## src/logic/rih_defs.svh

```systemverilog
// Constants of the robot control-line handshake block
// Assumes a 125 MHz system clock and an APB master with 8-bit addresses
`ifndef RIH_DEFS_SVH
`define RIH_DEFS_SVH

// ----------------------------------------
// Register offsets
// ----------------------------------------
`define RIH_ADDR_CTRL 8'h00
`define RIH_ADDR_WPS 8'h04
`define RIH_ADDR_STAT 8'h08
`define RIH_ADDR_IRQ 8'h0c
`define RIH_ADDR_MASK 8'h10

// ----------------------------------------
// Field positions
// ----------------------------------------
`define RIH_CTRL_STEP 0
`define RIH_CTRL_LAST 1
`define RIH_CTRL_SOLDER 2
`define RIH_CTRL_ERR 3
`define RIH_CTRL_HDONE 4
`define RIH_CTRL_HEAT 5
`define RIH_EV_START 0
`define RIH_EV_END 1
`define RIH_EV_ERR 2
`define RIH_EV_ESTOP 3
`define RIH_EV_PSTOP 4

// ----------------------------------------
// Reset values
// ----------------------------------------
`define RIH_WPS_RST 11'h000
`define RIH_MASK_RST 5'h00
`define RIH_CTRL_RST 2'h0

// ----------------------------------------
// Timing
// ----------------------------------------
`define RIH_CLK_KHZ 125000
`define RIH_END_MS 100
`define RIH_RST_MS 100
`define RIH_END_CYC (`RIH_END_MS * `RIH_CLK_KHZ)
`define RIH_RST_CYC (`RIH_RST_MS * `RIH_CLK_KHZ + 1)

`endif

```

## src/logic/rih_pkg.sv

```systemverilog
// Types of the robot control-line handshake block
// Assumes nothing beyond the constants header
package rih_pkg;

    // Synchronised controller lines
    typedef struct packed {
        logic [6:0] prog_sel;
        logic home;
        logic start;
        logic pstop;
        logic rst;
        logic [4:0] aux;
        logic loop_ok;
    } rih_in_type;

    // One step's work parameter set
    typedef struct packed {
        logic in_level;
        logic [2:0] in_sel;
        logic [6:0] aux_out;
    } rih_wps_type;

    typedef enum logic [2:0] {
        ST_IDLE = 3'b000,
        ST_HOMING = 3'b001,
        ST_READY = 3'b010,
        ST_RUN = 3'b011,
        ST_PSTOP = 3'b100,
        ST_ERROR = 3'b101,
        ST_ESTOP = 3'b110
    } rih_state_type;

endpackage

```

## src/logic/rih_top.sv

```systemverilog
// Control-line handshake of the soldering robot, with APB registers
// Assumes controller lines are asynchronous and the motion core is software
`timescale 1ns/100ps
`default_nettype none
`include "rih_defs.svh"
module rih_top #(
    parameter int unsigned END_CYC = `RIH_END_CYC,
    parameter int unsigned RST_CYC = `RIH_RST_CYC
) (
    // Clock and reset
    input wire logic clk_sys,
    input wire logic rstn,
    // APB slave
    input wire logic psel,
    input wire logic penable,
    input wire logic pwrite,
    input wire logic [7:0] paddr,
    input wire logic [31:0] pwdata,
    output logic [31:0] prdata,
    output logic pready,
    output logic pslverr,
    // Controller inputs
    input wire logic [6:0] prog_sel,
    input wire logic home_in,
    input wire logic start_in,
    input wire logic pstop_in,
    input wire logic reset_in,
    input wire logic [4:0] aux_in,
    input wire logic estop_loop_ok,
    // Controller outputs
    output logic ready_o,
    output logic running_o,
    output logic end_o,
    output logic error_o,
    output logic [6:0] aux_out,
    // Core controls
    output logic heater_on,
    output logic axis_move,
    output logic home_req,
    output logic irq
);
    // ----------------------------------------
    // Input synchronisation
    // ----------------------------------------
    rih_pkg::rih_in_type in_s, in_d;
    logic [16:0] in_q;

    rih_sync #(.W(17)) u_sync (
        .clk_sys(clk_sys),
        .rstn(rstn),
        .d({prog_sel, home_in, start_in, pstop_in, reset_in, aux_in, !estop_loop_ok}),
        .q(in_q)
    );
    // Loop bit synchronised inverted, so reset reads closed and raises no false emergency
    assign in_s = in_q ^ 17'h00001;

    // ----------------------------------------
    // State
    // ----------------------------------------
    rih_pkg::rih_state_type state_r, state_nxt;
    rih_pkg::rih_wps_type wps_r, wps_nxt;
    logic [1:0] ctrl_r, ctrl_nxt;
    logic [4:0] ev_r, ev_nxt, mask_r, mask_nxt;
    logic [31:0] end_cnt_r, end_cnt_nxt, rst_cnt_r, rst_cnt_nxt;
    logic pend_r, pend_nxt, ack_r, ack_nxt, err_r, err_nxt;
    logic ready_r, ready_nxt, run_r, run_nxt, end_r, end_nxt;
    logic heat_r, heat_nxt, axis_r, axis_nxt, hreq_r, hreq_nxt;
    logic [6:0] aout_r, aout_nxt, prog_r, prog_nxt;
    logic [31:0] prdata_r, prdata_nxt;
    logic pready_r, pready_nxt, pslverr_r, pslverr_nxt, irq_r, irq_nxt;

    // ----------------------------------------
    // APB decode
    // ----------------------------------------
    logic wr, setup, hit, step_w, last_w, err_w, hdone_w, solder;
    assign setup = psel && !penable && !pready_r;
    assign wr = psel && penable && pready_r && pwrite;
    assign hit = (paddr == `RIH_ADDR_CTRL) || (paddr == `RIH_ADDR_WPS) || (paddr == `RIH_ADDR_STAT)
                 || (paddr == `RIH_ADDR_IRQ) || (paddr == `RIH_ADDR_MASK);
    // Pulse fields act only in the write cycle
    assign step_w = wr && (paddr == `RIH_ADDR_CTRL) && pwdata[`RIH_CTRL_STEP];
    assign last_w = pwdata[`RIH_CTRL_LAST];
    assign err_w = wr && (paddr == `RIH_ADDR_CTRL) && pwdata[`RIH_CTRL_ERR];
    assign hdone_w = wr && (paddr == `RIH_ADDR_CTRL) && pwdata[`RIH_CTRL_HDONE];
    assign solder = ctrl_r[0];

    // ----------------------------------------
    // Handshake control
    // ----------------------------------------
    logic start_e, home_e, rst_hit, step_go, ev_start, ev_end, ev_err, ev_estop, ev_pstop;
    assign start_e = in_s.start && !in_d.start;
    assign home_e = in_s.home && !in_d.home;
    assign step_go = (wps_r.in_sel == 3'h0) || (wps_r.in_sel > 3'h5)
                     || (in_s.aux[wps_r.in_sel - 3'h1] == wps_r.in_level);

    always_comb begin
        state_nxt = state_r;
        pend_nxt = pend_r;
        ack_nxt = ack_r && in_s.start;
        err_nxt = err_r;
        prog_nxt = prog_r;
        end_cnt_nxt = (end_cnt_r != 32'h0) ? end_cnt_r - 32'h1 : 32'h0;
        rst_cnt_nxt = in_s.rst ? ((rst_cnt_r < RST_CYC) ? rst_cnt_r + 32'h1 : rst_cnt_r) : 32'h0;
        // Short glitches on reset are ignored; one hit per pulse
        rst_hit = in_s.rst && (rst_cnt_r == RST_CYC - 32'h1);
        ev_start = 1'b0;
        ev_end = 1'b0;
        ev_err = 1'b0;
        ev_estop = 1'b0;
        ev_pstop = 1'b0;
        if (!in_s.loop_ok) begin
            // Open break contact overrides everything
            if (state_r != rih_pkg::ST_ESTOP) begin
                ev_estop = 1'b1;
            end
            state_nxt = rih_pkg::ST_ESTOP;
            pend_nxt = 1'b0;
        end else begin
            case (state_r)
                rih_pkg::ST_IDLE: begin
                    if (home_e) begin
                        state_nxt = rih_pkg::ST_HOMING;
                    end
                end
                rih_pkg::ST_HOMING: begin
                    if (hdone_w) begin
                        state_nxt = rih_pkg::ST_READY;
                        err_nxt = 1'b0;
                    end
                end
                rih_pkg::ST_READY: begin
                    if (start_e) begin
                        state_nxt = rih_pkg::ST_RUN;
                        prog_nxt = in_s.prog_sel;
                        ack_nxt = 1'b1;
                        ev_start = 1'b1;
                    end else if (home_e) begin
                        state_nxt = rih_pkg::ST_HOMING;
                    end
                end
                rih_pkg::ST_RUN: begin
                    if (in_s.pstop) begin
                        pend_nxt = 1'b1;
                    end
                    if (step_w && last_w) begin
                        state_nxt = rih_pkg::ST_READY;
                        end_cnt_nxt = END_CYC;
                        pend_nxt = 1'b0;
                        ev_end = 1'b1;
                    end else if ((pend_r || in_s.pstop) && !solder) begin
                        state_nxt = rih_pkg::ST_PSTOP;
                        pend_nxt = 1'b0;
                        ev_pstop = 1'b1;
                    end
                end
                rih_pkg::ST_PSTOP: begin
                    if (start_e) begin
                        state_nxt = rih_pkg::ST_RUN;
                        ack_nxt = 1'b1;
                        ev_start = 1'b1;
                    end
                end
                rih_pkg::ST_ERROR, rih_pkg::ST_ESTOP: begin
                    if (rst_hit) begin
                        state_nxt = rih_pkg::ST_IDLE;
                    end
                end
                default: begin
                    state_nxt = rih_pkg::ST_IDLE;
                end
            endcase
            if (err_w && state_r != rih_pkg::ST_ESTOP) begin
                state_nxt = rih_pkg::ST_ERROR;
                err_nxt = 1'b1;
                ev_err = 1'b1;
            end
        end
        ready_nxt = (state_nxt == rih_pkg::ST_READY) || ((state_nxt == rih_pkg::ST_RUN) && ack_nxt);
        run_nxt = (state_nxt == rih_pkg::ST_RUN);
        end_nxt = (end_cnt_nxt != 32'h0);
        heat_nxt = ctrl_r[1] && (state_nxt != rih_pkg::ST_ESTOP);
        // Soldering may finish under a pending stop, motion may not start
        axis_nxt = (state_nxt == rih_pkg::ST_RUN) && (solder || (step_go && !pend_nxt));
        hreq_nxt = (state_nxt == rih_pkg::ST_HOMING);
        aout_nxt = (state_nxt == rih_pkg::ST_ESTOP) ? 7'h00 : wps_r.aux_out;
    end

    // ----------------------------------------
    // Register file
    // ----------------------------------------
    always_comb begin
        wps_nxt = wps_r;
        ctrl_nxt = ctrl_r;
        mask_nxt = mask_r;
        ev_nxt = ev_r;
        prdata_nxt = prdata_r;
        pready_nxt = setup;
        pslverr_nxt = setup && !hit;
        if (setup) begin
            case (paddr)
                `RIH_ADDR_CTRL: prdata_nxt = {26'h0, ctrl_r[1], 2'h0, ctrl_r[0], 2'h0};
                `RIH_ADDR_WPS: prdata_nxt = {21'h0, wps_r};
                `RIH_ADDR_STAT: prdata_nxt = {14'h0, in_s.loop_ok, pend_r, in_s.aux, prog_r, err_r, state_r};
                `RIH_ADDR_IRQ: prdata_nxt = {27'h0, ev_r};
                `RIH_ADDR_MASK: prdata_nxt = {27'h0, mask_r};
                default: prdata_nxt = 32'h0;
            endcase
        end
        if (wr) begin
            case (paddr)
                `RIH_ADDR_CTRL: ctrl_nxt = {pwdata[`RIH_CTRL_HEAT], pwdata[`RIH_CTRL_SOLDER]};
                `RIH_ADDR_WPS: wps_nxt = pwdata[10:0];
                `RIH_ADDR_IRQ: ev_nxt = ev_r & ~pwdata[4:0];
                `RIH_ADDR_MASK: mask_nxt = pwdata[4:0];
                default: ;
            endcase
        end
        // New events win over a clear in the same cycle
        ev_nxt = ev_nxt | {ev_pstop, ev_estop, ev_err, ev_end, ev_start};
        irq_nxt = |(ev_nxt & mask_nxt);
    end

    always_ff @(posedge clk_sys or negedge rstn) begin
        if (!rstn) begin
            state_r <= rih_pkg::ST_IDLE;
            in_d <= '0;
            wps_r <= `RIH_WPS_RST;
            ctrl_r <= `RIH_CTRL_RST;
            mask_r <= `RIH_MASK_RST;
            ev_r <= 5'h00;
            end_cnt_r <= 32'h0;
            rst_cnt_r <= 32'h0;
            pend_r <= 1'b0;
            ack_r <= 1'b0;
            err_r <= 1'b0;
            prog_r <= 7'h00;
            ready_r <= 1'b0;
            run_r <= 1'b0;
            end_r <= 1'b0;
            heat_r <= 1'b0;
            axis_r <= 1'b0;
            hreq_r <= 1'b0;
            aout_r <= 7'h00;
            prdata_r <= 32'h0;
            pready_r <= 1'b0;
            pslverr_r <= 1'b0;
            irq_r <= 1'b0;
        end else begin
            state_r <= state_nxt;
            in_d <= in_s;
            wps_r <= wps_nxt;
            ctrl_r <= ctrl_nxt;
            mask_r <= mask_nxt;
            ev_r <= ev_nxt;
            end_cnt_r <= end_cnt_nxt;
            rst_cnt_r <= rst_cnt_nxt;
            pend_r <= pend_nxt;
            ack_r <= ack_nxt;
            err_r <= err_nxt;
            prog_r <= prog_nxt;
            ready_r <= ready_nxt;
            run_r <= run_nxt;
            end_r <= end_nxt;
            heat_r <= heat_nxt;
            axis_r <= axis_nxt;
            hreq_r <= hreq_nxt;
            aout_r <= aout_nxt;
            prdata_r <= prdata_nxt;
            pready_r <= pready_nxt;
            pslverr_r <= pslverr_nxt;
            irq_r <= irq_nxt;
        end
    end

    assign prdata = prdata_r;
    assign pready = pready_r;
    assign pslverr = pslverr_r;
    assign ready_o = ready_r;
    assign running_o = run_r;
    assign end_o = end_r;
    assign error_o = err_r;
    assign aux_out = aout_r;
    assign heater_on = heat_r;
    assign axis_move = axis_r;
    assign home_req = hreq_r;
    assign irq = irq_r;

    // ----------------------------------------
    // Assertions
    // ----------------------------------------
    logic [31:0] end_len_r;
    always_ff @(posedge clk_sys or negedge rstn) begin
        if (!rstn) begin
            end_len_r <= 32'h0;
        end else begin
            end_len_r <= end_r ? end_len_r + 32'h1 : 32'h0;
        end
    end
endmodule
`default_nettype wire

```

## src/logic/rih_sync.sv

```systemverilog
// Three-stage input synchroniser with agreement filter
// Assumes inputs are asynchronous to clk_sys
`timescale 1ns/100ps
`default_nettype none
module rih_sync #(
    parameter int unsigned W = 17
) (
    // Clock and reset
    input wire logic clk_sys,
    input wire logic rstn,
    // Lines
    input wire logic [W-1:0] d,
    output logic [W-1:0] q
);
    logic [W-1:0] s1_r, s2_r, s3_r, q_r;
    logic [W-1:0] q_nxt;

    // A bit only changes once stages two and three agree
    always_comb begin
        for (int i = 0; i < W; i++) begin
            q_nxt[i] = (s2_r[i] == s3_r[i]) ? s3_r[i] : q_r[i];
        end
    end

    always_ff @(posedge clk_sys or negedge rstn) begin
        if (!rstn) begin
            s1_r <= '0;
            s2_r <= '0;
            s3_r <= '0;
            q_r <= '0;
        end else begin
            s1_r <= d;
            s2_r <= s1_r;
            s3_r <= s2_r;
            q_r <= q_nxt;
        end
    end

    assign q = q_r;
endmodule
`default_nettype wire

```

## config.mk

```make
export PLATFORM = sky130hd
export DESIGN_NAME = rih_top
export DESIGN_NICKNAME = d
export VERILOG_FILES = /design/src/logic/rih_pkg.sv /design/src/logic/rih_top.sv /design/src/logic/rih_sync.sv
export VERILOG_INCLUDE_DIRS = /design/src /design/src/logic
export SDC_FILE = /design/constraint.sdc
export NUM_CORES = 1
export LEC_CHECK = 0
export BUFFER_PORTS_ARGS = -buffer_cell sky130_fd_sc_hd__buf_2
export CELL_PAD_IN_SITES_DETAIL_PLACEMENT = 0
export CELL_PAD_IN_SITES_GLOBAL_PLACEMENT = 1
export CORE_MARGIN = 2
export CORE_UTILIZATION = 35
export DETAILED_ROUTE_END_ITERATION = 8
export HOLD_SLACK_MARGIN = 0.15
export PLACE_DENSITY_LB_ADDON = 0.08
export SYNTH_ARGS = -nofsm -noshare
export SYNTH_HDL_FRONTEND = slang
export SYNTH_HIERARCHICAL = 1
export SYNTH_SLANG_ARGS = --single-unit
```

## constraint.sdc

```tcl
create_clock -name clk_sys -period 5.3 [get_ports clk_sys]
set_input_delay 0.265 -clock clk_sys [delete_from_list [all_inputs] [get_ports clk_sys]]
set_output_delay 0.265 -clock clk_sys [all_outputs]
set_load 0.005 [all_outputs]
```

Word level (Yosys, flattened, before mapping). Cells that the tools add are included.

Magnitude comparators: 3. $add $sub $neg: 3. Bitwise gates (word level): 5. Multiplexer cells: 49. Eq/ne operators: 36. Reduce and logical (&&, ||, !) cells: 52.

Operators by type and width (number): 2-to-1 mux 32 bit (6); case mux 18 bit (5 select lines) (1); nonzero test 32 bit (2); adder 32 x 1 -> 32 bit, second input constant (1); == test 32 x 24 -> 1 bit, second input constant (1); less-than comparator 32 x 24 -> 1 bit, second input constant (1); subtractor 32 x 1 -> 32 bit, second input constant (1); 2-to-1 mux 3 bit (9); 2-to-1 mux 1 bit (26); logical AND 1 bit (21); 2-to-1 mux 5 bit (4); == test 1 bit (18); case mux 3 bit (6 select lines) (1); == test 8 x 4 -> 1 bit, second input constant (2); == test 3 x 2 -> 1 bit, second input constant (4); == test 3 bit, second input constant (4); AND 5 bit (2); logical OR 1 bit (9); == test 8 x 3 -> 1 bit, second input constant (1); == test 8 x 5 -> 1 bit, second input constant (1); zero test 1 bit (8); zero test 8 bit (1); 2-to-1 mux 7 bit (1); == test 3 x 1 -> 1 bit, second input constant (2); 15 further kinds (21).

Input port bits: 62. Register bits after elaboration: 218. Word-level logic and storage cells: 194. Output and inout port bits: 49.

Depth between registers and ports, before layout. Gate-level depths: netlist (run 1).

Depth after elaboration: 13. Mapped depth: 9. Depth with buffers taken out: 9.

Modules after synthesis. Netlist (run 1), hierarchy kept.

Modules (own cells, without submodules): rih_top (instances 1, cells each 667, area each 6821.5 µm², sequential area each 3403.3 µm²); rih_sync (instances 1, cells each 85, area each 1893.1 µm², sequential area each 1701.6 µm²).

Least setup slack after synthesis (run 1). No wires, ideal clock.

Path kind: flip-flop to flip-flop. From: register end_cnt_r[0]. To: register end_r (netlist: end_o). Cell stages (with the launch flop): 10. Slack: 2.493 ns. Path buffers: 0. Arrival time: 2.678 ns. Library setup time: 0.129 ns. Clock period less this slack: 2.807 ns. Required time: 5.171 ns. Cell sequence: dfrtp_1 inv_1 ha_1 nor3b_1 nand4_2 nor4_1 xnor2_1 o211ai_1 o41a_1 a2111o_1.

Cells in the longest elaborated chain, start to end: 6. Elaborated cells on any way between the ends: 7. Classes of those cells: add/sub: 1; mux: 4; reduce/logical: 2.

RTL lines: start: declaration (line rih_top.sv:64) `logic [31:0] end_cnt_r, end_cnt_nxt, rst_cnt_r, rst_cnt_nxt;`; start signal: assignment (line rih_top.sv:255) `end_cnt_r <= end_cnt_nxt;`; subtractor 32 x 1 -> 32 bit or nonzero test 32 bit (tied branches) (line rih_top.sv:102) `end_cnt_nxt = (end_cnt_r != 32'h0) ? end_cnt_r - 32'h1 : 32'h0;`; 2-to-1 mux 32 bit * (line rih_top.sv:102); 2-to-1 mux 32 bit (line rih_top.sv:145) `if (step_w && last_w) begin`; 2-to-1 mux 32 bit (line rih_top.sv:119) `case (state_r)`; 2-to-1 mux 32 bit * (line rih_top.sv:111) `if (!in_s.loop_ok) begin`; nonzero test 32 bit * (line rih_top.sv:180) `end_nxt = (end_cnt_nxt != 32'h0);`; net end_nxt (line rih_top.sv:66) `logic ready_r, ready_nxt, run_r, run_nxt, end_r, end_nxt;`; end signal: assignment (line rih_top.sv:263) `end_r <= end_nxt;`; end: declaration (line rih_top.sv:66).

Mark *: on every way through the listed nets, which the timed path passes. The rest lies on a longest branch. A chain may end at the register's enable or synchronous reset.

Worst setup path in the final report (run 1). Same ends and word-level chain as after synthesis.

==> results of run 1 <==
cell usage after synthesis (all sizes together), types with 4 or more instances:
library cell / instances / area share
nor3: 16 / 0.012
maj3: 17 / 0.022
nor2b: 16 / 0.011
a22oi: 7 / 0.0060
buf: 19 / 0.015
nand3b: 4 / 0.0034
and3: 6 / 0.0043
nor3b: 5 / 0.0049
clkbuf: 16 / 0.0069
ha: 6 / 0.0086
a21boi: 4 / 0.0034
nand2: 78 / 0.034
dfrtp: 204 / 0.59
a21oi: 17 / 0.0098
xnor2: 38 / 0.038
or4: 4 / 0.0043
and2: 29 / 0.021
nand4: 15 / 0.012
nand3: 30 / 0.017
nor4: 16 / 0.012
mux2: 23 / 0.030
o21ai: 37 / 0.021
mux2i: 6 / 0.0069
inv: 13 / 0.0056
nor2: 49 / 0.021
xor2: 12 / 0.012
or3: 4 / 0.0029
and4: 5 / 0.0050
stage by stage:
stage / power, W / instance area (um2) / hold WS (ns)
6_report: 0.00382 / 10600 / 0.219
5_1_grt: 0.00400 / 10600 / 0.262
4_1_cts: 0.00388 / 10600 / 0.184
3_5_place_dp: 0.00211 / 9410 / 0.335
3_3_place_gp: 0.00210 / 9410 / 0.333
2_1_floorplan: 0.00195 / 8760 / -0.0306
flip-flops by register name, indices dropped and copies added (netlist names), 2 cells and up:
name         cells
end_cnt_r       32
rst_cnt_r       32
prdata          18
u_sync/q        17
u_sync/s1_r     17
u_sync/s2_r     17
u_sync/s3_r     17
wps_r           11
aux_out          7
prog_r           7
ev_r             5
mask_r           5
state_r          3
ctrl_r           2
in_d             2
metal layers:
metal | global-route usage | share of wire | vias to the layer above
met3 | 0.0296 | 0.048 | 26
met1 | 0.228 | 0.50 | 2927
met5 | 0 | 0 | -
li1 | - | - | 2857
met4 | 0.0346 | 0.017 | 0
met2 | 0.234 | 0.43 | 130
final cells by class:
| class | count | area (um2) |
|---|---|---|
| inverter | 14 | 52.6 |
| fill | 2360 | 13800 |
| clock buffer | 30 | 664 |
| sequential | 204 | 5100 |
| clock inverter | 12 | 174 |
| multi-input combinational | 512 | 3420 |
| timing repair buffer | 112 | 754 |
| tap | 324 | 405 |
power by group through the flow:
stage | registers [W] | logic, W | clock network [W]
global placement | 0.00175 | 0.000349 | 0
finish | 0.00173 | 0.000367 | 0.00172
CTS | 0.00173 | 0.000375 | 0.00178
detailed placement | 0.00175 | 0.000354 | 0
global route | 0.00174 | 0.000410 | 0.00185
floorplan | 0.00171 | 0.000246 | 0
cell usage in the layout (no fill, tap or decap), types with 4 or more instances in the layout:
cell / Yosys / final
a21oi_1: 17 / 17
buf_2: 4 / 74
nor2_1: 49 / 49
clkbuf_16: 0 / 25
conb_1: 1 / 14
nor3_1: 13 / 13
inv_1: 13 / 13
and4_1: 5 / 5
nand2_1: 78 / 78
dlygate4sd3_1: 0 / 32
dfrtp_1: 204 / 204
ha_1: 6 / 6
and2_1: 29 / 29
bufinv_16: 0 / 4
and3_1: 6 / 6
xnor2_1: 38 / 38
clkinvlp_4: 0 / 4
o21ai_0: 37 / 37
nand4_1: 13 / 13
or3_1: 4 / 4
nor4_1: 15 / 15
nor3b_1: 4 / 4
a22oi_1: 7 / 7
nand3b_1: 4 / 4
mux2i_1: 6 / 6
mux2_2: 23 / 23
buf_4: 14 / 4
nor2b_1: 16 / 16
maj3_2: 17 / 17
nand3_1: 30 / 30
xor2_1: 12 / 12
cell families after synthesis:
logic type / after synthesis / share of synthesized area
buffers and inverters: 49 / 0.0277
DFF: 204 / 0.586
muxes: 30 / 0.0392
and+or+nand+nor: 293 / 0.182
other: 1 / 0.000430
AOI/OAI and AO/OA: 102 / 0.0841
adders and majority gates: 23 / 0.0306
xor gates and xnor gates: 50 / 0.0503
worst reg2reg max path: stages (launching register included):
cell and delay (ns):
dfrtp_1 0.43, inv_1 0.08, ha_1 0.23, nor3b_1 0.63, nand4_2 0.44, nor4_1 0.37
xnor2_1 0.18, o211ai_1 0.12, o41a_1 0.41, a2111o_1 0.28
worst max path at each step:
stage                                      start              end  slack, ns
after floorplan           end_cnt_r[0]$_DFF_PN0_  end_o$_DFF_PN0_       2.49
after global placement    end_cnt_r[0]$_DFF_PN0_  end_o$_DFF_PN0_       1.95
after detailed placement  end_cnt_r[0]$_DFF_PN0_  end_o$_DFF_PN0_       2.00
after CTS                 end_cnt_r[0]$_DFF_PN0_  end_o$_DFF_PN0_       1.99
after global routing      end_cnt_r[0]$_DFF_PN0_  end_o$_DFF_PN0_       1.77
final                     end_cnt_r[0]$_DFF_PN0_  end_o$_DFF_PN0_       2.01
==> results.sh, run 1 <==
export IMPL_r2r_cells=9
export IMPL_dp_hpwl_um=13400
export IMPL_synth_edf_count=0
export IMPL_stdcell_count=1208
export IMPL_cp_end_kind="flop"
export IMPL_postSynthAreaPerCell_um2=11.6
export IMPL_swShare=0.247
export IMPL_r2r_slack_ns=2.01
export IMPL_dieArea_um2=26200
export IMPL_area_growth_pct=21.3
export IMPL_worstHoldPathCells=4
export IMPL_fin_tns_setup_ns=0
export IMPL_drt_wirelength_per_cell_um=16.2
export IMPL_wirelength_um=19500
export IMPL_dr_pass1_iters=5
export IMPL_pwr_share_comb=0.096
export IMPL_post_cts_resized=0
export IMPL_crit_chain="inv_1, ha_1, nor3b_1, nand4_2, nor4_1, xnor2_1, o211ai_1, o41a_1, a2111o_1"
export IMPL_hold_start="paddr[5]"
export IMPL_cts_tree="built"
export IMPL_dominantRegCellSynth="dfrtp_1"
export IMPL_synth_area_um2=8710
export IMPL_antenna_found_initial=0
export IMPL_rr_startpoint="end_cnt_r[0]$_DFF_PN0_"
export IMPL_clock_root_buffer="clkbuf_16"
export IMPL_num_vias=5940
export IMPL_gp_congestion=0.796
export IMPL_grt_pass1_vias=6201
export IMPL_maxCapViolCount=0
export IMPL_maxSlewHeadroom=0.240
export IMPL_clock_sinks=204
export IMPL_postCtsSetupRepairBufs=0
export IMPL_drive_above_1_share=0.200
export IMPL_gr_usage_all_layers=0.154
export IMPL_port_buffers=75
export IMPL_grt_ovfl_total=0
export IMPL_hold_path_class="in2reg"
export IMPL_drc=0
export IMPL_dp_cells=1134
export IMPL_dr_first_iter_drc_count=326
export IMPL_period_minus_slack_ns=3.29
export IMPL_setup_viol=0
export IMPL_async_reset_ff_frac=1.00
export IMPL_crit_family="simple AND/OR/NAND/NOR gates"
export IMPL_ios=111
export IMPL_finClkSkew_ns=0.0126
export IMPL_ir_drop_v=0.000268
export IMPL_clkTransAtPathRegs_ns=0.06
export IMPL_arrival_ns=3.68
export IMPL_worst_ep_required_time_ns=5.69
export IMPL_syn_instance_count=752
export IMPL_final_nets=936
export IMPL_outcome="finished, final reports clean"
export IMPL_grt_max_degree=118
export IMPL_synthDistinctLibCells=72
export IMPL_slew_viol_final=0
export IMPL_rsz0062_at_grt="no"
export IMPL_crit_slowest_cell="nor3b_1"
export IMPL_p_sw_w=0.000941
export IMPL_final_util=0.433
export IMPL_initial_core_util=0.357
export IMPL_power_density_nw_per_um2=361
export IMPL_period_share=0.620
export IMPL_cts_buffers_inserted=24
export IMPL_power_share_clock=0.452
export IMPL_crit_fanout=10
export IMPL_leakage_nw=4.61
export IMPL_grt_pass1_wl_um=32800
export IMPL_cp_depth=9
export IMPL_intPower_w=0.00287
export IMPL_critPathBufInv=1
export IMPL_die_height_um=162
export IMPL_yosysWarnings=6
export IMPL_antennaDiodeCount=0
export IMPL_core_area_um2=24400
export IMPL_reg2reg_to="end_o$_DFF_PN0_"
export IMPL_clk_path_buf_depth=3
export IMPL_num_rows=57
export IMPL_hold_violations=0
export IMPL_p_seq_frac=0.452
export IMPL_cts_hold_buf=32
export IMPL_die_w_um=162
export IMPL_ant_nets=0
export IMPL_critical_path_class="reg2reg"
export IMPL_yosysSeqAreaShare=0.586
export IMPL_dp_slack_ns=2.00
export IMPL_fin_ws_ns=2.01
export IMPL_worst_pin_slew_ns=1.12
export IMPL_ctsHtreeMaxLevel=1
export IMPL_min_to="pslverr$_DFF_PN0_"
export IMPL_cpPeakStageDelay_ns=0.63
export IMPL_worstSetupStartpointType="flop"
export IMPL_synth_seq_cells=204
export IMPL_clk_latency_ns=0.51
export IMPL_vias_per_cell=4.92
export IMPL_fmax_ghz=0.304
(Power assumes the default switching activity.)
==> run 2: changes to the inputs <==
--- a/config.mk
+++ b/config.mk
@@ -6,6 +6,7 @@
 export SDC_FILE = /design/constraint.sdc
 export NUM_CORES = 1
 export LEC_CHECK = 0
+export ABC_AREA = 1
 export BUFFER_PORTS_ARGS = -buffer_cell sky130_fd_sc_hd__buf_2
 export CELL_PAD_IN_SITES_DETAIL_PLACEMENT = 0
 export CELL_PAD_IN_SITES_GLOBAL_PLACEMENT = 1
==> constraint.sdc (replaced) <==
create_clock -name clk_sys -period 2.85 [get_ports clk_sys]
set_input_delay 0.1425 -clock clk_sys [delete_from_list [all_inputs] [get_ports clk_sys]]
set_output_delay 0.1425 -clock clk_sys [all_outputs]
set_load 0.005 [all_outputs]
==> run 2 against run 1 <==
Net effect:
- die area rose by 6.7%
- critical path depth rose by 5
- clock power rose by 95%
- sequential share of layout area fell by 3.4 points
- via count rose by 22%
- first-iteration DRC count rose by 38%
- sequential power rose by 75%
- critical endpoint unchanged
- largest cell class unchanged
==> results.sh, run 2 <==
export IMPL_pwr_share_comb=0.041
export IMPL_ios=111
export IMPL_critPathBufInv=1
export IMPL_most_common_layout_cells="239 x nand2_1, 204 x dfrtp_1, 152 x nor2_1, 134 x inv_1, 74 x buf_2"
export IMPL_grtUsageMet2=0.254
export IMPL_clk_path_buf_depth=3
export IMPL_fmax_ghz=0.414
export IMPL_grtUsageMet3=0.0232
export IMPL_yosysWarnings=6
export IMPL_p_sw_w=0.00148
export IMPL_synth_edf_count=0
export IMPL_stdcell_count=1564
export IMPL_drc=0
export IMPL_critical_path_class="reg2reg"
export IMPL_maxSlewHeadroom=0.624
export IMPL_clkTransAtPathRegs_ns=0.06
export IMPL_p_seq_frac=0.454
export IMPL_crit_fanout=11
export IMPL_intPower_w=0.00518
export IMPL_final_nets=1279
export IMPL_core_area_um2=26100
export IMPL_slew_viol_final=0
export IMPL_path_common_cell="nand2_1"
export IMPL_grt_max_degree=64
export IMPL_worst_pin_slew_ns=0.562
export IMPL_synth_most_common_cell="nand2_1"
export IMPL_leakage_nw=5.57
export IMPL_synth_common_cells="239 x nand2_1, 204 x dfrtp_1, 152 x nor2_1, 134 x inv_1, 57 x nand3_1"
export IMPL_ant_nets=0
export IMPL_synth_seq_cells=204
export IMPL_synth_area_leaders="dfrtp_1 55%, nand2_1 9.6%, nor2_1 6.1%"
export IMPL_gp_congestion=0.813
export IMPL_final_common_cell="nand2_1"
export IMPL_num_vias=7240
export IMPL_dp_cells=1480
export IMPL_rsz0062_at_grt="no"
export IMPL_synth_area_um2=9310
export IMPL_crit_chain="inv_1, ha_1, nand2_2, nor2_4, and2_1, nand2_1, nand2_1, nand2_1, nor2_1, nand2_1, nor2_1, nand3_1, nor2_1, nand3_1"
export IMPL_synth_largest_area_cell="dfrtp_1"
export IMPL_clock_sinks=204
export IMPL_cp_end_kind="flop"
export IMPL_synthDistinctLibCells=47
export IMPL_num_rows=59
export IMPL_drive_above_1_share=0.138
export IMPL_drt_wirelength_per_cell_um=14.4
export IMPL_gr_usage_all_layers=0.165
export IMPL_crit_family="simple AND/OR/NAND/NOR gates"
export IMPL_area_growth_pct=22.3
export IMPL_die_w_um=167
export IMPL_period_minus_slack_ns=2.42
export IMPL_syn_instance_count=1073
export IMPL_maxCapViolCount=0
export IMPL_dp_hpwl_um=16200
export IMPL_cpPeakStageDelay_ns=0.40
export IMPL_async_reset_ff_frac=1.00
export IMPL_dieArea_um2=27900
export IMPL_finClkSkew_ns=0.0131
export IMPL_worstSetupStartpointType="flop"
export IMPL_die_height_um=167
export IMPL_hold_path_class="in2async"
export IMPL_clock_root_buffer="clkbuf_16"
export IMPL_hold_violations=0
export IMPL_crit_slowest_cell="dfrtp_1"
export IMPL_grt_pass1_wl_um=37500
export IMPL_setup_viol=0
export IMPL_ctsHtreeMaxLevel=1
export IMPL_dr_pass1_iters=5
export IMPL_grt_ovfl_total=0
export IMPL_synth_top_area_share=0.548
export IMPL_period_share=0.848
export IMPL_outcome="finished, final reports clean"
export IMPL_postSynthAreaPerCell_um2=8.68
export IMPL_cts_buffers_inserted=24
export IMPL_cts_tree="built"
export IMPL_fin_tns_setup_ns=0
export IMPL_use_met1=0.245
export IMPL_ir_drop_v=0.000423
export IMPL_vias_per_cell=4.63
export IMPL_dr_first_iter_drc_count=450
export IMPL_grt_busiest_layer="met2"
export IMPL_antenna_found_initial=0
export IMPL_initial_core_util=0.357
export IMPL_port_buffers=75
export IMPL_final_util=0.437
export IMPL_wirelength_um=22600
export IMPL_power_share_clock=0.504
export IMPL_power_density_nw_per_um2=585
export IMPL_postCtsSetupRepairBufs=0
export IMPL_yosysSeqAreaShare=0.548
export IMPL_clk_latency_ns=0.52
export IMPL_worst_ep_required_time_ns=3.25
export IMPL_grt_pass1_vias=7056
export IMPL_antennaDiodeCount=0
export IMPL_swShare=0.222
export IMPL_arrival_ns=2.81
export IMPL_dominantRegCellSynth="dfrtp_1"
## run 2: layout make-up
| cell class | instances | area (um2) |
|---|---|---|
| clock buffer | 30 | 663 |
| clock inverter | 14 | 214 |
| inverter | 137 | 514 |
| fill | 2602 | 14700 |
| timing repair buffer | 128 | 908 |
| sequential | 204 | 5100 |
| multi-input combinational | 716 | 3560 |
| tap | 335 | 419 |
## run 2: final timing paths
| path | startpoint | endpoint | slack, ns | cells after the start |
|---|---|---|---|---|
| worst max-delay path | end_cnt_r[0]$_DFF_PN0_ | end_o$_DFF_PN0_ | 0.43 | 14 |
| worst min-delay path | rstn | u_sync/s2_r[2]$_DFF_PN0_ | 0.14 | 2 |
| worst max register to register | end_cnt_r[0]$_DFF_PN0_ | end_o$_DFF_PN0_ | 0.43 | 14 |
| worst min register to register | u_sync/s1_r[5]$_DFF_PN0_ | u_sync/s2_r[5]$_DFF_PN0_ | 0.35 | 0 |
| max in group asynchronous | rstn | end_cnt_r[21]$_DFF_PN0_ | 1.92 | 3 |
| min in group clk_sys | psel | prdata[15]$_DFFE_PN0P_ | 0.21 | 6 |
## run 2: cells by family after synthesis
group | Yosys count | share of synthesized area
AOI/OAI and AO/OA | 134 | 0.0845
xor gates and xnor gates | 31 | 0.0292
adders and majority gates | 6 | 0.00806
buffers and inverters | 166 | 0.0747
DFF | 204 | 0.548
muxes | 1 | 0.00121
other | 1 | 0.000403
and+or+nand+nor | 530 | 0.254
## run 2: worst reg2reg max path, cell delays in order (launching register included)
cell     delay [ns]
dfrtp_1        0.40
inv_1          0.12
ha_1           0.24
nand2_2        0.12
nor2_4         0.21
and2_1         0.16
nand2_1        0.31
nand2_1        0.17
nand2_1        0.07
nor2_1         0.10
nand2_1        0.08
nor2_1         0.09
nand3_1        0.07
nor2_1         0.09
nand3_1        0.07
## run 2: what timing repair did
action | 4_1_cts | 5_1_grt
hold endpoints to repair | 257 | 0
resized for setup | 0 | 0
setup endpoints to repair | 0 | 0
hold buffers | 40 | 0
## run 2: metal layers
metal  vias up  routed length [um]  part of all wire
met2        96                9780              0.43
met5         -                   0                 0
li1       3707                   -                 -
met4         0                 512             0.023
met3        28                 671             0.030
met1      3409               11600              0.51
## run 2: metrics by stage
step | power [W] | hold slack (ns) | area, um2 | worst slack, ns
2_1_floorplan | 0.00318 | -0.153 | 9360 | 0.957
3_3_place_gp | 0.00332 | 0.110 | 10100 | 0.454
3_5_place_dp | 0.00332 | 0.113 | 10100 | 0.468
4_1_cts | 0.00676 | 0.164 | 11400 | 0.424
5_1_grt | 0.00692 | 0.187 | 11400 | 0.133
6_report | 0.00666 | 0.142 | 11400 | 0.433
## run 2: power groups by stage
stage | combinational (W) | clock, W | sequential (W)
CTS | 0.000285 | 0.00345 | 0.00303
global route | 0.000317 | 0.00357 | 0.00304
detailed placement | 0.000245 | 0 | 0.00308
floorplan | 0.000118 | 0 | 0.00306
global placement | 0.000245 | 0 | 0.00307
finish | 0.000275 | 0.00336 | 0.00303
==> run 3: changes to the inputs <==
==> constraint.sdc (replaced) <==
create_clock -name clk_sys -period 2.18 [get_ports clk_sys]
set_input_delay 0.109 -clock clk_sys [delete_from_list [all_inputs] [get_ports clk_sys]]
set_output_delay 0.109 -clock clk_sys [all_outputs]
set_load 0.005 [all_outputs]
==> run 3 against run 2 <==
Net effect:
- non-clock buffer count up 69
- first-iteration DRC count rose by 18%
- routed wire length rose by 4.1%
- critical path depth shrank 1
- sequential share of layout area fell by 2.2 points
- clock power is 27% higher
- setup slack got worse by 0.27 ns
- maximum frequency up 20%
- critical endpoint unchanged
- worst hold slack gained 0.0066 ns
- largest power group unchanged
- clock skew fell by 0.0052 ns
- die area did not move
- critical path type unchanged
==> results.sh, run 3 (synthesis gave the netlist of run 2 again) <==
export IMPL_die_w_um=167
export IMPL_power_share_clock=0.496
export IMPL_pwr_share_comb=0.044
export IMPL_drt_wirelength_per_cell_um=14.4
export IMPL_leakage_nw=5.91
export IMPL_critical_path_class="reg2reg"
export IMPL_r2r_slack_ns=0.16
export IMPL_fin_tns_setup_ns=0
export IMPL_gr_usage_all_layers=0.169
export IMPL_rsz0062_at_grt="yes"
export IMPL_num_vias=7475
export IMPL_ant_nets=0
export IMPL_grt_ovfl_total=0
export IMPL_cts_buffers_inserted=23
export IMPL_clk_path_buf_depth=3
export IMPL_worstSetupStartpointType="flop"
export IMPL_cp_end_kind="flop"
export IMPL_maxSlewHeadroom=0.615
export IMPL_top_layer="met4"
export IMPL_vias_per_cell=4.58
export IMPL_maxCapViolCount=0
export IMPL_dp_hpwl_um=16900
export IMPL_p_sw_w=0.00186
export IMPL_ir_drop_v=0.000652
export IMPL_critPathBufInv=2
export IMPL_wl_met1_um=11900
export IMPL_period_minus_slack_ns=2.02
export IMPL_antennaDiodeCount=0
export IMPL_clk_latency_ns=0.51
export IMPL_p_seq_frac=0.460
export IMPL_grt_max_degree=70
export IMPL_hold_violations=0
export IMPL_dp_slack_ns=0.0684
export IMPL_power_density_nw_per_um2=717
export IMPL_finClkSkew_ns=0.00791
export IMPL_cts_tree="built"
export IMPL_clkTransAtPathRegs_ns=0.06
export IMPL_worst_pin_slew_ns=0.576
export IMPL_crit_slowest_cell="dfrtp_1"
export IMPL_final_nets=1348
export IMPL_die_height_um=167
export IMPL_initial_core_util=0.357
export IMPL_final_common_cell="nand2_1"
export IMPL_dr_pass1_iters=5
export IMPL_crit_family="simple AND/OR/NAND/NOR gates"
export IMPL_antenna_found_initial=0
export IMPL_grt_pass1_wl_um=38600
export IMPL_hold_path_class="in2async"
export IMPL_whs_ns=0.149
export IMPL_crit_chain="buf_4, nor2_1, nand2_1, nand3b_1, nor2_2, buf_4, nand3_1, nand2_1, nor2_1, nor2_1, nand2_1, nor2_2, nand3_1"
export IMPL_clock_sinks=204
export IMPL_fmax_ghz=0.496
export IMPL_wl_met2_um=10400
export IMPL_drive_above_1_share=0.205
export IMPL_outcome="finished, final reports clean"
export IMPL_dr_first_iter_drc_count=529
export IMPL_arrival_ns=2.41
export IMPL_drc=0
export IMPL_grt_pass1_vias=7383
export IMPL_wirelength_um=23500
export IMPL_worst_ep_required_time_ns=2.57
export IMPL_r2r_cells=13
export IMPL_clock_root_buffer="clkbuf_16"
export IMPL_port_buffers=75
export IMPL_intPower_w=0.00673
export IMPL_cpPeakStageDelay_ns=0.39
export IMPL_slew_viol_final=0
export IMPL_num_rows=59
export IMPL_period_share=0.925
export IMPL_gp_congestion=0.812
export IMPL_core_area_um2=26100
export IMPL_setup_viol=0
export IMPL_most_common_layout_cells="235 x nand2_1, 203 x dfrtp_1, 133 x inv_1, 132 x nor2_1, 82 x buf_4"
export IMPL_dieArea_um2=27900
export IMPL_fin_ws_ns=0.164
export IMPL_ios=111
export IMPL_wl_met3_um=680
export IMPL_area_growth_pct=28.7
export IMPL_swShare=0.216
export IMPL_reg2reg_to="end_o$_DFF_PN0_"
export IMPL_rr_startpoint="end_cnt_r[14]$_DFF_PN0_"
export IMPL_ctsHtreeMaxLevel=1
export IMPL_crit_fanout=2
[run 3: how the worst max path moves through the flow]
stage,end,cells past startpoint,slack [ns],startpoint
floorplan,end_o$_DFF_PN0_,13,0.29,end_cnt_r[0]$_DFF_PN0_
global placement,end_o$_DFF_PN0_,13,0.06,end_cnt_r[8]$_DFF_PN0_
detailed placement,end_o$_DFF_PN0_,12,0.07,end_cnt_r[0]$_DFF_PN0_
CTS,end_o$_DFF_PN0_,14,0.06,end_cnt_r[14]$_DFF_PN0_
global route,end_o$_DFF_PN0_,14,-0.05,end_cnt_r[2]$_DFF_PN0_
finish,end_o$_DFF_PN0_,13,0.16,end_cnt_r[14]$_DFF_PN0_
[run 3: power groups by stage]
stage | sequential, W | combinational (W) | clock [W]
after floorplan | 0.00400 | 0.000154 | 0
after global placement | 0.00402 | 0.000336 | 0
after detailed placement | 0.00402 | 0.000339 | 0
after CTS | 0.00395 | 0.000390 | 0.00440
after global routing | 0.00396 | 0.000438 | 0.00454
final | 0.00395 | 0.000380 | 0.00426
[run 3: metal layers]
metal,up-vias,track usage
met2,111,0.263
met1,3489,0.252
li1,3838,-
met5,-,0
met4,0,0.0416
met3,37,0.0208
[run 3: repair_timing]
item,CTS,global route
hold endpoints to repair,263,0
hold buffers,37,0
setup buffers,0,7
resized for setup,0,34
setup endpoints to repair,0,9
[run 3: per-stage QoR]
step                utilization  cell area (um2)  cells  power, W
floorplan                     -             9360   1086   0.00416
CTS                       0.453            11800   1623   0.00874
global route              0.460            12000   1631   0.00894
global placement          0.407            10600   1545   0.00435
detailed placement        0.407            10600   1545   0.00436
finish                    0.460            12000   1631   0.00859
[run 3: area by class of cell]
cell class / instances / area [um2]
Sequential cell: 204 / 5110
Fill cell: 2550 / 14100
Tap cell: 335 / 419
Clock buffer: 31 / 656
Inverter: 137 / 518
Multi-Input combinational cell: 717 / 3670
Timing Repair Buffer: 197 / 1430
Clock inverter: 10 / 181
